[src/kms_pkg.sv]
// Purpose: Shared constants and carriers for the keyboard matrix scanner.
// Assumes: 10 MHz mclk, synchronous active-high reset.
// Notes:   Byte offsets are the printed register offsets.

package kms_pkg;

    // ==========================================================
    // Sizes
    localparam int KMS_ROWS = 18;
    localparam int KMS_COLS = 8;

    // ==========================================================
    // Register byte offsets
    localparam logic [7:0] KMS_OFF_ROW_CTRL = 8'h04;
    localparam logic [7:0] KMS_OFF_PIN_STATE = 8'h08;
    localparam logic [7:0] KMS_OFF_EDGE_FLAGS = 8'h0C;
    localparam logic [7:0] KMS_OFF_IRQ_EN = 8'h10;
    localparam logic [7:0] KMS_OFF_EXT_CTRL = 8'h14;

    // ==========================================================
    // Field positions
    localparam int KMS_POS_POLARITY = 7;
    localparam int KMS_POS_DISABLE = 6;
    localparam int KMS_POS_ALL_ROWS = 5;
    localparam int KMS_POS_INDEX_LSB = 0;
    localparam int KMS_POS_BOOST = 0;
    localparam logic [4:0] KMS_ROW_INDEX_LAST = 5'h11;

    // ==========================================================
    // Reset values
    localparam logic [7:0] KMS_RST_ROW_CTRL = 8'h40;
    localparam logic [7:0] KMS_RST_COLUMNS = 8'h00;
    localparam logic [7:0] KMS_RST_FLAGS = 8'h00;
    localparam logic [7:0] KMS_RST_IRQ_EN = 8'h00;
    localparam logic KMS_RST_BOOST = 1'b0;

    // ==========================================================
    // Timing: predrive covers two cycles of the 48 MHz clock, rounded up to whole mclk cycles
    localparam int KMS_MCLK_KHZ = 10000;
    localparam int KMS_FAST_KHZ = 48000;
    localparam int KMS_PREDRIVE_FAST_CYC = 2;
    localparam int KMS_PREDRIVE_RAW =
        (KMS_PREDRIVE_FAST_CYC * KMS_MCLK_KHZ + KMS_FAST_KHZ - 1) / KMS_FAST_KHZ;
    localparam logic [1:0] KMS_PREDRIVE_CYC =
        2'(KMS_PREDRIVE_RAW < 1 ? 1 : KMS_PREDRIVE_RAW);

    // ==========================================================
    // Carriers
    typedef struct packed {
        logic       row_drive_polarity;
        logic       scan_disable;
        logic       all_rows_drive;
        logic [4:0] row_index;
    } kms_ctrl_s;

    typedef struct packed {
        logic [7:0] addr;
        logic [31:0] wdata;
        logic       wr;
        logic       rd;
    } kms_bus_s;

    typedef struct packed {
        kms_ctrl_s             ctrl;
        logic                  high_boost_on;
        logic [KMS_COLS-1:0]   column_irq_mask;
        logic [KMS_COLS-1:0]   column_fall_flags;
        logic [KMS_COLS-1:0]   sync1;
        logic [KMS_COLS-1:0]   sync2;
        logic [KMS_COLS-1:0]   sync3;
        logic [KMS_COLS-1:0]   col_state;
        logic [KMS_ROWS-1:0]   row_level;
        logic [KMS_ROWS-1:0]   row_oe;
        logic                  was_disabled;
        logic [1:0]            boost_cnt;
        logic                  irq;
        logic                  hold_off;
        logic                  low_power;
        logic                  sleep_inhibit;
        logic [31:0]           rdata;
    } kms_state_s;

    localparam kms_state_s KMS_STATE_RST = '{
        ctrl:              kms_ctrl_s'(KMS_RST_ROW_CTRL),
        high_boost_on:     KMS_RST_BOOST,
        column_irq_mask:   KMS_RST_IRQ_EN,
        column_fall_flags: KMS_RST_FLAGS,
        sync1:             KMS_RST_COLUMNS,
        sync2:             KMS_RST_COLUMNS,
        sync3:             KMS_RST_COLUMNS,
        col_state:         KMS_RST_COLUMNS,
        row_level:         {KMS_ROWS{1'b1}},
        was_disabled:      1'b1,
        low_power:         1'b1,
        default:           '0
    };

endpackage : kms_pkg

[src/kms_scanner.sv]
// Purpose: Register-driven scanner for an 18 row by 8 column key matrix.
// Assumes: Row pin buffer type (push-pull or open-drain) is set outside.
// Notes:   Column pins are filtered by a three-flop synchroniser.
//
// What this block does
// - Scan disabled turns every row output enable off, overriding all else.
// - Scan disable comes out of reset set, rows off.
// - Polarity 0, single row index 0..17: that row low, others high.
// - Polarity 1, single row index: that row high, others low.
// - Index 18..31 selects none: all rows at the inactive level of polarity.
// - All-rows drive ignores index: all high for polarity 0, low for 1.
// - Column state read returns present column levels; writes ignored.
// - A column falling edge sets its sticky fall flag.
// - Writing 1 clears a fall flag; writing 0 leaves it.
// - Flag and mask per column, ORed into one interrupt.
// - Interrupt is an active-high level, drops when no column contributes.
// - After assertion, no new assertion until all columns return high.
// - Edge detection and interrupt intended to wake the chip from sleep.
// - Block sits in low power when not scanning or when disabled.
// - Sleep held off only while scanning is active.
// - With boost on, rows going high are driven for predrive time first.
// - One clock; system reset returns all state to defaults.
//
// The address-and-strobe port was decided locally.

`timescale 1ns/1ps
`default_nettype none

module kms_scanner
    import kms_pkg::*;
(
    input  wire logic                mclk,
    input  wire logic                reset,
    input  wire logic [7:0]          bus_addr,
    input  wire logic [31:0]         bus_wdata,
    input  wire logic                bus_wr,
    input  wire logic                bus_rd,
    output var  logic [31:0]         bus_rdata,
    input  wire logic [KMS_COLS-1:0] matrix_column_in,
    output var  logic [KMS_ROWS-1:0] matrix_row_out,
    output var  logic [KMS_ROWS-1:0] matrix_row_out_oe,
    output var  logic                matrix_irq,
    output var  logic                low_power,
    output var  logic                sleep_inhibit
);

    // ==========================================================
    // State
    kms_state_s          st_reg;
    kms_state_s          st_next;
    kms_bus_s            bus;
    logic [KMS_COLS-1:0] fall;
    logic [KMS_COLS-1:0] wr_clear;
    logic [KMS_ROWS-1:0] pattern;
    logic                no_single_row;
    logic                pattern_change;
    logic                pending;
    logic                all_high;

    assign bus = '{addr: bus_addr, wdata: bus_wdata, wr: bus_wr, rd: bus_rd};

    // ==========================================================
    // Next-state logic
    always_comb begin
        st_next = st_reg;

        // Three flops; a level counts once the last two agree
        st_next.sync1 = matrix_column_in;
        st_next.sync2 = st_reg.sync1;
        st_next.sync3 = st_reg.sync2;
        if (st_reg.sync2 == st_reg.sync3) begin
            st_next.col_state = st_reg.sync3;
        end

        // Falling edge on the filtered level; needs mclk running
        fall = st_reg.col_state & ~st_next.col_state;

        // Register writes
        wr_clear = '0;
        if (bus.wr) begin
            if (bus.addr == KMS_OFF_ROW_CTRL) begin
                st_next.ctrl = kms_ctrl_s'(bus.wdata[7:0]);
            end else if (bus.addr == KMS_OFF_EXT_CTRL) begin
                st_next.high_boost_on = bus.wdata[KMS_POS_BOOST];
            end else if (bus.addr == KMS_OFF_IRQ_EN) begin
                st_next.column_irq_mask = bus.wdata[7:0];
            end else if (bus.addr == KMS_OFF_EDGE_FLAGS) begin
                wr_clear = bus.wdata[7:0];
            end
        end

        // A new edge beats a clear in the same cycle
        st_next.column_fall_flags = (st_reg.column_fall_flags & ~wr_clear) | fall;

        // Row pattern from the current control
        no_single_row = st_reg.ctrl.all_rows_drive
                      || (st_reg.ctrl.row_index > KMS_ROW_INDEX_LAST);
        pattern = {KMS_ROWS{~st_reg.ctrl.row_drive_polarity}};
        if (no_single_row) begin
            pattern = {KMS_ROWS{~st_reg.ctrl.row_drive_polarity}};
        end else begin
            pattern[st_reg.ctrl.row_index] = st_reg.ctrl.row_drive_polarity;
        end
        st_next.row_level = pattern;

        // Any change, or leaving disable, restarts the predrive window
        st_next.was_disabled = st_reg.ctrl.scan_disable;
        pattern_change = (pattern != st_reg.row_level)
                       || (st_reg.was_disabled && !st_reg.ctrl.scan_disable);
        if (pattern_change) begin
            st_next.boost_cnt = KMS_PREDRIVE_CYC;
        end else if (st_reg.boost_cnt != 2'h0) begin
            st_next.boost_cnt = st_reg.boost_cnt - 2'h1;
        end

        // Output enables; low rows stay driven, high rows release after boost
        if (st_reg.ctrl.scan_disable) begin
            st_next.row_oe = '0;
        end else if (st_reg.high_boost_on) begin
            st_next.row_oe = ~pattern | {KMS_ROWS{st_next.boost_cnt != 2'h0}};
        end else begin
            st_next.row_oe = '1;
        end

        // Interrupt with re-arm hold-off until every column is high
        pending  = |(st_reg.column_fall_flags & st_reg.column_irq_mask);
        all_high = &st_reg.col_state;
        st_next.irq = pending && (st_reg.irq || !st_reg.hold_off);
        if (st_next.irq && !st_reg.irq) begin
            st_next.hold_off = 1'b1;
        end else if (all_high) begin
            st_next.hold_off = 1'b0;
        end

        // Low power whenever no single row is being scanned
        st_next.low_power     = st_reg.ctrl.scan_disable || no_single_row;
        st_next.sleep_inhibit = !(st_reg.ctrl.scan_disable || no_single_row);

        // Read data stands in the cycle after the strobe only
        st_next.rdata = '0;
        if (bus.rd) begin
            if (bus.addr == KMS_OFF_ROW_CTRL) begin
                st_next.rdata = {24'h000000, st_reg.ctrl};
            end else if (bus.addr == KMS_OFF_PIN_STATE) begin
                st_next.rdata = {24'h000000, st_reg.col_state};
            end else if (bus.addr == KMS_OFF_EDGE_FLAGS) begin
                st_next.rdata = {24'h000000, st_reg.column_fall_flags};
            end else if (bus.addr == KMS_OFF_IRQ_EN) begin
                st_next.rdata = {24'h000000, st_reg.column_irq_mask};
            end else if (bus.addr == KMS_OFF_EXT_CTRL) begin
                st_next.rdata = {31'h00000000, st_reg.high_boost_on};
            end
        end
    end

    // ==========================================================
    // State register
    always_ff @(posedge mclk) begin
        if (reset) begin
            st_reg <= KMS_STATE_RST;
        end else begin
            st_reg <= st_next;
        end
    end

    // ==========================================================
    // Outputs, all straight from flops
    assign bus_rdata         = st_reg.rdata;
    assign matrix_row_out    = st_reg.row_level;
    assign matrix_row_out_oe = st_reg.row_oe;
    assign matrix_irq        = st_reg.irq;
    assign low_power         = st_reg.low_power;
    assign sleep_inhibit     = st_reg.sleep_inhibit;
endmodule : kms_scanner

`default_nettype wire

[config.mk]
export PLATFORM = sky130hd
export DESIGN_NAME = kms_scanner
export DESIGN_NICKNAME = d
export VERILOG_FILES = /design/src/kms_pkg.sv /design/src/kms_scanner.sv
export SDC_FILE = /design/constraint.sdc
export NUM_CORES = 1
export LEC_CHECK = 0
export ABC_AREA = 1
export BUFFER_PORTS_ARGS = -buffer_cell sky130_fd_sc_hd__buf_2
export CORE_UTILIZATION = 54
export CTS_BUF_LIST = sky130_fd_sc_hd__clkbuf_8 sky130_fd_sc_hd__clkbuf_16
export CTS_CLUSTER_DIAMETER = 60
export DETAILED_ROUTE_END_ITERATION = 12
export PLACE_DENSITY = 0.87
export SLEW_MARGIN = 20
export SYNTH_ARGS = -nofsm -noshare
export SYNTH_HDL_FRONTEND = slang
export SYNTH_SLANG_ARGS = --single-unit
[constraint.sdc]
create_clock -name mclk -period 2.6 [get_ports mclk]
set_input_delay 0.26 -clock mclk [delete_from_list [all_inputs] [get_ports mclk]]
set_output_delay 0.26 -clock mclk [all_outputs]
set_load 0.03 [all_outputs]
Yosys cells after proc, flatten, opt, wreduce, memory -nomap -nowiden
Index checks and enable logic that the tools add are counted.

Flip-flop bits (word level): 132. Output and inout bits: 71.

Add/subtract/negate cells: 1. Order comparisons: 3. Equal/unequal tests: 7. Muxes and demuxes: 20. Bitwise logic cells: 12. Reduce and logical (&&, ||, !) cells: 23.

Operator list (count): $mux 8 (10); $mux 18 (2); $and 8x8->8 (3); $bwmux 18 (1); $ne 18x18->1 (1); $not 18->18 (1); $or 18x18->18 (1); $eq 8x4->1 const B (2); $eq 8x5->1 const B (2); $not 8->8 (2); $eq 8x3->1 const B (1); $eq 8x8->1 (1); $or 8x8->8 (1); $reduce_and 8->1 (1); $reduce_or 8->1 (1); $lt 5x6->1 const B (1); $reduce_bool 2->1 (3); $reduce_or 6->1 (1); $demux 1 s5 (1); $ge 5x1->1 const B (1); $gt 5x5->1 const B (1); $logic_and 1x1->1 (4); $logic_not 1->1 (4); $logic_or 1x1->1 (4); other kinds (8) (16).

Longest topological paths before layout
Depth after elaboration: 12. Gate-level depth with buffers: 17. Mapped depth without buffers: 15.

Least setup slack after synthesis
Ideal clock, no wire load.

Kind: register -> register. Start: register st_reg[125] (netlist bit). End: register st_reg (netlist bit matrix_row_out_oe[12]). Arrival: 1.841 ns. Required time: 2.473 ns. Setup slack: 0.632 ns. Cell stages (with the launch flop): 18. Buffers on the path: 3. Path through: dfxtp_1 -> buf_6 -> nor2_2 -> nand2_2 -> nand2_2 -> buf_6 -> nand3_1 -> nand2_1 -> nand2_1 -> nand2_1 -> nand2_1 -> nor2_1 -> nand2_1 -> nor2_4 -> nand4_4 -> buf_6 -> nor2_2 -> nor2_1.

Cells in the longest elaborated chain, start to end: 12.

Ends and longest elaborated chain: start, declared (RTL line kms_scanner.sv:49) `kms_state_s st_reg;`; start signal, assigned (RTL line kms_scanner.sv:162) `st_reg <= st_next;`; $lt 5x6->1 (implied by the code) / $ge 5x1->1 (equally long branches) (RTL line kms_scanner.sv:102) `pattern[st_reg.ctrl.row_index] = st_reg.ctrl.row_drive_polarity;`; $logic_and 1x1->1 (implied by the code) (RTL line kms_scanner.sv:102); $mux 1 (implied by the code) (RTL line kms_scanner.sv:102); $demux 1 s5 (RTL line kms_scanner.sv:102); $bwmux 18 (RTL line kms_scanner.sv:102); $mux 18 * (RTL line kms_scanner.sv:99) `if (no_single_row) begin`; $ne 18x18->1 (RTL line kms_scanner.sv:108) `pattern_change = (pattern != st_reg.row_level)`; $logic_or 1x1->1 (RTL line kms_scanner.sv:109) `|| (st_reg.was_disabled && !st_reg.ctrl.scan_disable);`; $mux 2 (RTL line kms_scanner.sv:110) `if (pattern_change) begin`; $reduce_bool 2->1 (RTL line kms_scanner.sv:120) `st_next.row_oe = ~pattern | {KMS_ROWS{st_next.boost_cnt != 2'h0}};`; $or 18x18->18 * (RTL line kms_scanner.sv:120); $mux 18 * (RTL line kms_scanner.sv:119) `end else if (st_reg.high_boost_on) begin`.

Mark *: on every way between the ends. The rest lies on a longest branch, timed or not. A chain may end at the register's enable or synchronous reset.

Worst setup path in the final report
Start: register st_reg[125] (netlist bit). End: register st_reg (netlist bit matrix_row_out_oe[8]).

Same word-level chain as after synthesis.

==> impl_metrics.xml <==
<?xml version="1.0" encoding="UTF-8"?>
<metrics>
  <group name="run_status">
    <metric name="status" unit="">completed</metric>
  </group>
  <group name="worst_setup_path">
    <metric name="setup.worst_path.class" unit="">flip-flop to flip-flop</metric>
    <metric name="critical_path_required" unit="ns">2.86</metric>
    <metric name="timing.rr.end" unit="">matrix_row_out_oe[8]$_SDFF_PP0_</metric>
    <metric name="worst_setup_path_start_kind" unit="">flip-flop</metric>
    <metric name="crit_path_max_fanout" unit="">19</metric>
    <metric name="r2r_cells" unit="">15</metric>
    <metric name="worst-r2r-setup-slack" unit="ns">0.30</metric>
    <metric name="reg2reg_from" unit="">st_reg[125]$_SDFFE_PP0P_</metric>
    <metric name="cp_data_arrival_time" unit="ns">2.56</metric>
    <metric name="timing.critical_path.to_type" unit="">flip-flop</metric>
  </group>
  <group name="yosys">
    <metric name="syn_inst" unit="">768</metric>
    <metric name="syn-mean-instance-area" unit="um^2">7.10</metric>
    <metric name="yosysTopAreaCellShare" unit="">0.397</metric>
    <metric name="synth.largest_area_cell" unit="">sky130_fd_sc_hd__dfxtp_1</metric>
    <metric name="synthDistinctLibCells" unit="">37</metric>
    <metric name="yosys-top-cells-area" unit="">sky130_fd_sc_hd__dfxtp_1 (40%), sky130_fd_sc_hd__nand2_1 (11%), sky130_fd_sc_hd__buf_4 (9.6%)</metric>
    <metric name="synth.cell_area" unit="um^2">5450</metric>
    <metric name="synth-seq-area-share" unit="">0.397</metric>
    <metric name="synth-seq-cells" unit="">108</metric>
    <metric name="yosysWarnings" unit="">0</metric>
  </group>
  <group name="pwr">
    <metric name="p_per_area" unit="nW/um^2">506</metric>
    <metric name="maximum_vdd_drop" unit="V">0.000400</metric>
    <metric name="power_leakage" unit="nW">2.75</metric>
  </group>
  <group name="cells_and_area">
    <metric name="n_antenna_cell" unit="">0</metric>
    <metric name="multiInputGateArea" unit="um^2">2370</metric>
    <metric name="total_area_of_sequential_cells" unit="um^2">2160</metric>
    <metric name="largest_register_ffs" unit="">44</metric>
    <metric name="final_nets" unit="">842</metric>
    <metric name="final_common_cell" unit="">sky130_fd_sc_hd__nand2_1</metric>
    <metric name="syn_to_final_growth" unit="%">4.34</metric>
    <metric name="final_layout_size_suffix_gt1_frac" unit="">0.176</metric>
    <metric name="layout.cells.most_common_list" unit="">sky130_fd_sc_hd__nand2_1 (156), sky130_fd_sc_hd__dfxtp_1 (107), sky130_fd_sc_hd__nor2_1 (97)</metric>
    <metric name="number_of_fill_cells" unit="">884</metric>
  </group>
  <group name="sta">
    <metric name="worst_hold_slack_across_all_endpoints" unit="ns">0.0764</metric>
    <metric name="final_min_period_over_clock_period" unit="">0.885</metric>
    <metric name="final_hold_viol_count" unit="">0</metric>
    <metric name="setup_ws" unit="ns">0.298</metric>
    <metric name="achievable-frequency" unit="GHz">0.434</metric>
    <metric name="worstMarginPinSlew" unit="ns">0.685</metric>
    <metric name="setup_repair_after_global_routing_missed_its_margin" unit="">no</metric>
    <metric name="totalNegativeSetupSlack" unit="ns">0</metric>
    <metric name="setup_viol" unit="">0</metric>
    <metric name="worst_slew_margin_rel" unit="">0.543</metric>
    <metric name="final_period_minus_worst_setup_slack" unit="ns">2.30</metric>
    <metric name="slew_violations" unit="">0</metric>
    <metric name="finClkSkew" unit="ns">0.0174</metric>
  </group>
  <group name="drt">
    <metric name="final_antenna_net_count" unit="">0</metric>
    <metric name="drt-total-wl" unit="um">10900</metric>
    <metric name="iteration_0_drc_markers" unit="">458</metric>
    <metric name="wl_per_cell" unit="um">11.8</metric>
    <metric name="route.detailed.drc" unit="">0</metric>
    <metric name="detailroute.via_count" unit="">4563</metric>
    <metric name="first_pass_iters" unit="">5</metric>
    <metric name="vias_per_cell" unit="">4.92</metric>
  </group>
  <group name="global_routing">
    <metric name="maximum_number_of_pins_on_one_net_before_global_route_repair" unit="">44</metric>
    <metric name="global_route.overflow_total" unit="">0</metric>
    <metric name="grt_first_pass_wirelength" unit="um">18100</metric>
    <metric name="grt_antenna_before_repair" unit="">0</metric>
    <metric name="grt_util_all_layers" unit="">0.222</metric>
    <metric name="via_count_of_the_first_global_routing_pass" unit="">3956</metric>
  </group>
  <group name="min_path">
    <metric name="min_path_cells" unit="">3</metric>
    <metric name="worstHoldEndpoint" unit="">st_next[92]$_SDFF_PP0_</metric>
    <metric name="hold_path_class" unit="">input port to flip-flop</metric>
    <metric name="worst_hold_startpoint" unit="">matrix_column_in[1]</metric>
  </group>
  <group name="placement">
    <metric name="placement.io_buffers" unit="">74</metric>
    <metric name="globalplace.congestion" unit="">0.934</metric>
    <metric name="dp_hpwl" unit="um">8110</metric>
    <metric name="placement.setup.worst_slack" unit="ns">0.155</metric>
  </group>
  <group name="floorplanning">
    <metric name="die_height" unit="um">102</metric>
    <metric name="fp.coreArea" unit="um^2">9770</metric>
    <metric name="io-pin-count" unit="">123</metric>
    <metric name="rows" unit="">36</metric>
    <metric name="start_util" unit="">0.558</metric>
    <metric name="die-width" unit="um">102</metric>
    <metric name="die_area" unit="um^2">10500</metric>
  </group>
  <group name="clock_network">
    <metric name="tritoncts" unit="">done</metric>
    <metric name="cts.clk_slew.worst_paths" unit="ns">0.11</metric>
    <metric name="h-tree-depth" unit="">3</metric>
    <metric name="cts-buffers-inserted" unit="">9</metric>
    <metric name="clockRootBuffer" unit="">sky130_fd_sc_hd__clkbuf_8</metric>
    <metric name="insertion_delay" unit="ns">0.38</metric>
    <metric name="cts.sink_count" unit="">108</metric>
    <metric name="clk_path_buf_depth" unit="">2</metric>
    <metric name="cts_hold_repair.buffers" unit="">0</metric>
  </group>
  <group name="flow_run">
    <metric name="maxCapViolCount" unit="">0</metric>
  </group>
</metrics>
-- stage by stage --
step	utilization	total power, mW	cell area, um^2	cells
2_1_floorplan	-	1.90	5540	791
5_1_grt	0.582	3.00	5690	928
3_3_place_gp	0.560	1.91	5470	911
3_5_place_dp	0.560	1.92	5470	911
6_report	0.582	2.88	5690	928
4_1_cts	0.580	2.90	5670	927
-- cell usage after synthesis, drive strengths merged --
cell type / n
a31oi: 1
o21ai: 45
o221ai: 1
a21oi: 34
xnor3: 1
nand2: 162
nand4: 13
o211ai: 1
a22o: 2
dfxtp: 108
nor4: 1
nand3: 71
clkbuf: 14
nand3b: 6
o311a: 1
buf: 83
inv: 88
xor2: 6
nor3: 5
or2: 3
conb: 1
a221oi: 5
nor2: 116
-- per-layer routing --
metal,share of wire,GRT usage,vias to the layer above
met4,0.014,0.0582,0
met3,0.077,0.0568,17
met2,0.45,0.357,173
met1,0.46,0.295,1993
li1,-,-,2380
met5,0,0,-
-- critical path, cell delays in order (launching register included) --
cell and delay, ns:
sky130_fd_sc_hd__dfxtp_1 0.41, sky130_fd_sc_hd__nor2_2 0.15, sky130_fd_sc_hd__nand2_2 0.08, sky130_fd_sc_hd__nand2_2 0.21, sky130_fd_sc_hd__nand2_4 0.16, sky130_fd_sc_hd__nand2_4 0.19
sky130_fd_sc_hd__nand2_1 0.10, sky130_fd_sc_hd__nand2_1 0.06, sky130_fd_sc_hd__nand2_1 0.05, sky130_fd_sc_hd__nor2_1 0.10, sky130_fd_sc_hd__nand2_1 0.09, sky130_fd_sc_hd__nor2_4 0.16
sky130_fd_sc_hd__nand4_4 0.10, sky130_fd_sc_hd__buf_12 0.17, sky130_fd_sc_hd__nor2_1 0.11, sky130_fd_sc_hd__nor2_1 0.05
-- worst max-delay path by stage --
stage | to | cells after the start | from
6_report | matrix_row_out_oe[8]$_SDFF_PP0_ | 15 | st_reg[125]$_SDFFE_PP0P_
5_1_grt | matrix_row_out_oe[2]$_SDFF_PP0_ | 15 | st_reg[125]$_SDFFE_PP0P_
4_1_cts | matrix_row_out_oe[8]$_SDFF_PP0_ | 13 | st_reg[127]$_SDFFE_PP0P_
3_5_place_dp | matrix_row_out_oe[8]$_SDFF_PP0_ | 13 | st_reg[127]$_SDFFE_PP0P_
3_3_place_gp | matrix_row_out_oe[2]$_SDFF_PP0_ | 14 | st_reg[127]$_SDFFE_PP0P_
2_1_floorplan | matrix_row_out_oe[12]$_SDFF_PP0_ | 17 | st_reg[125]$_SDFFE_PP0P_
-- cell type report --
class | instances | area share
clock inverters | 5 | 0.00748
well taps | 133 | 0.0293
repair buffers | 85 | 0.0818
multi-input cells | 498 | 0.416
flip-flops and latches | 108 | 0.380
inverters | 88 | 0.0581
clock buffers | 11 | 0.0266
-- logic make-up (layout without fill, tap and decap cells) --
family | after synthesis | after routing | share of synthesized area
other | 1 | 24 | 0.000688
XOR/XNOR | 7 | 7 | 0.0138
flip-flops | 108 | 108 | 0.397
buffers and inverters | 185 | 189 | 0.185
AO/OA/AOI/OAI | 90 | 90 | 0.0925
AND/OR/NAND/NOR | 377 | 377 | 0.312
-- what timing repair did --
item | 4_1_cts | 5_1_grt
buffers inserted | 0 | 1
resized for setup | 0 | 1
setup endpoints to repair | 0 | 19
-- report_power, final --
| group | internal (mW) | switching (mW) |
|---|---|---|
| clock network | 0.412 | 0.584 |
| logic | 0.0531 | 0.143 |
| registers | 1.68 | 0.0129 |
(Power assumes the default switching activity.)
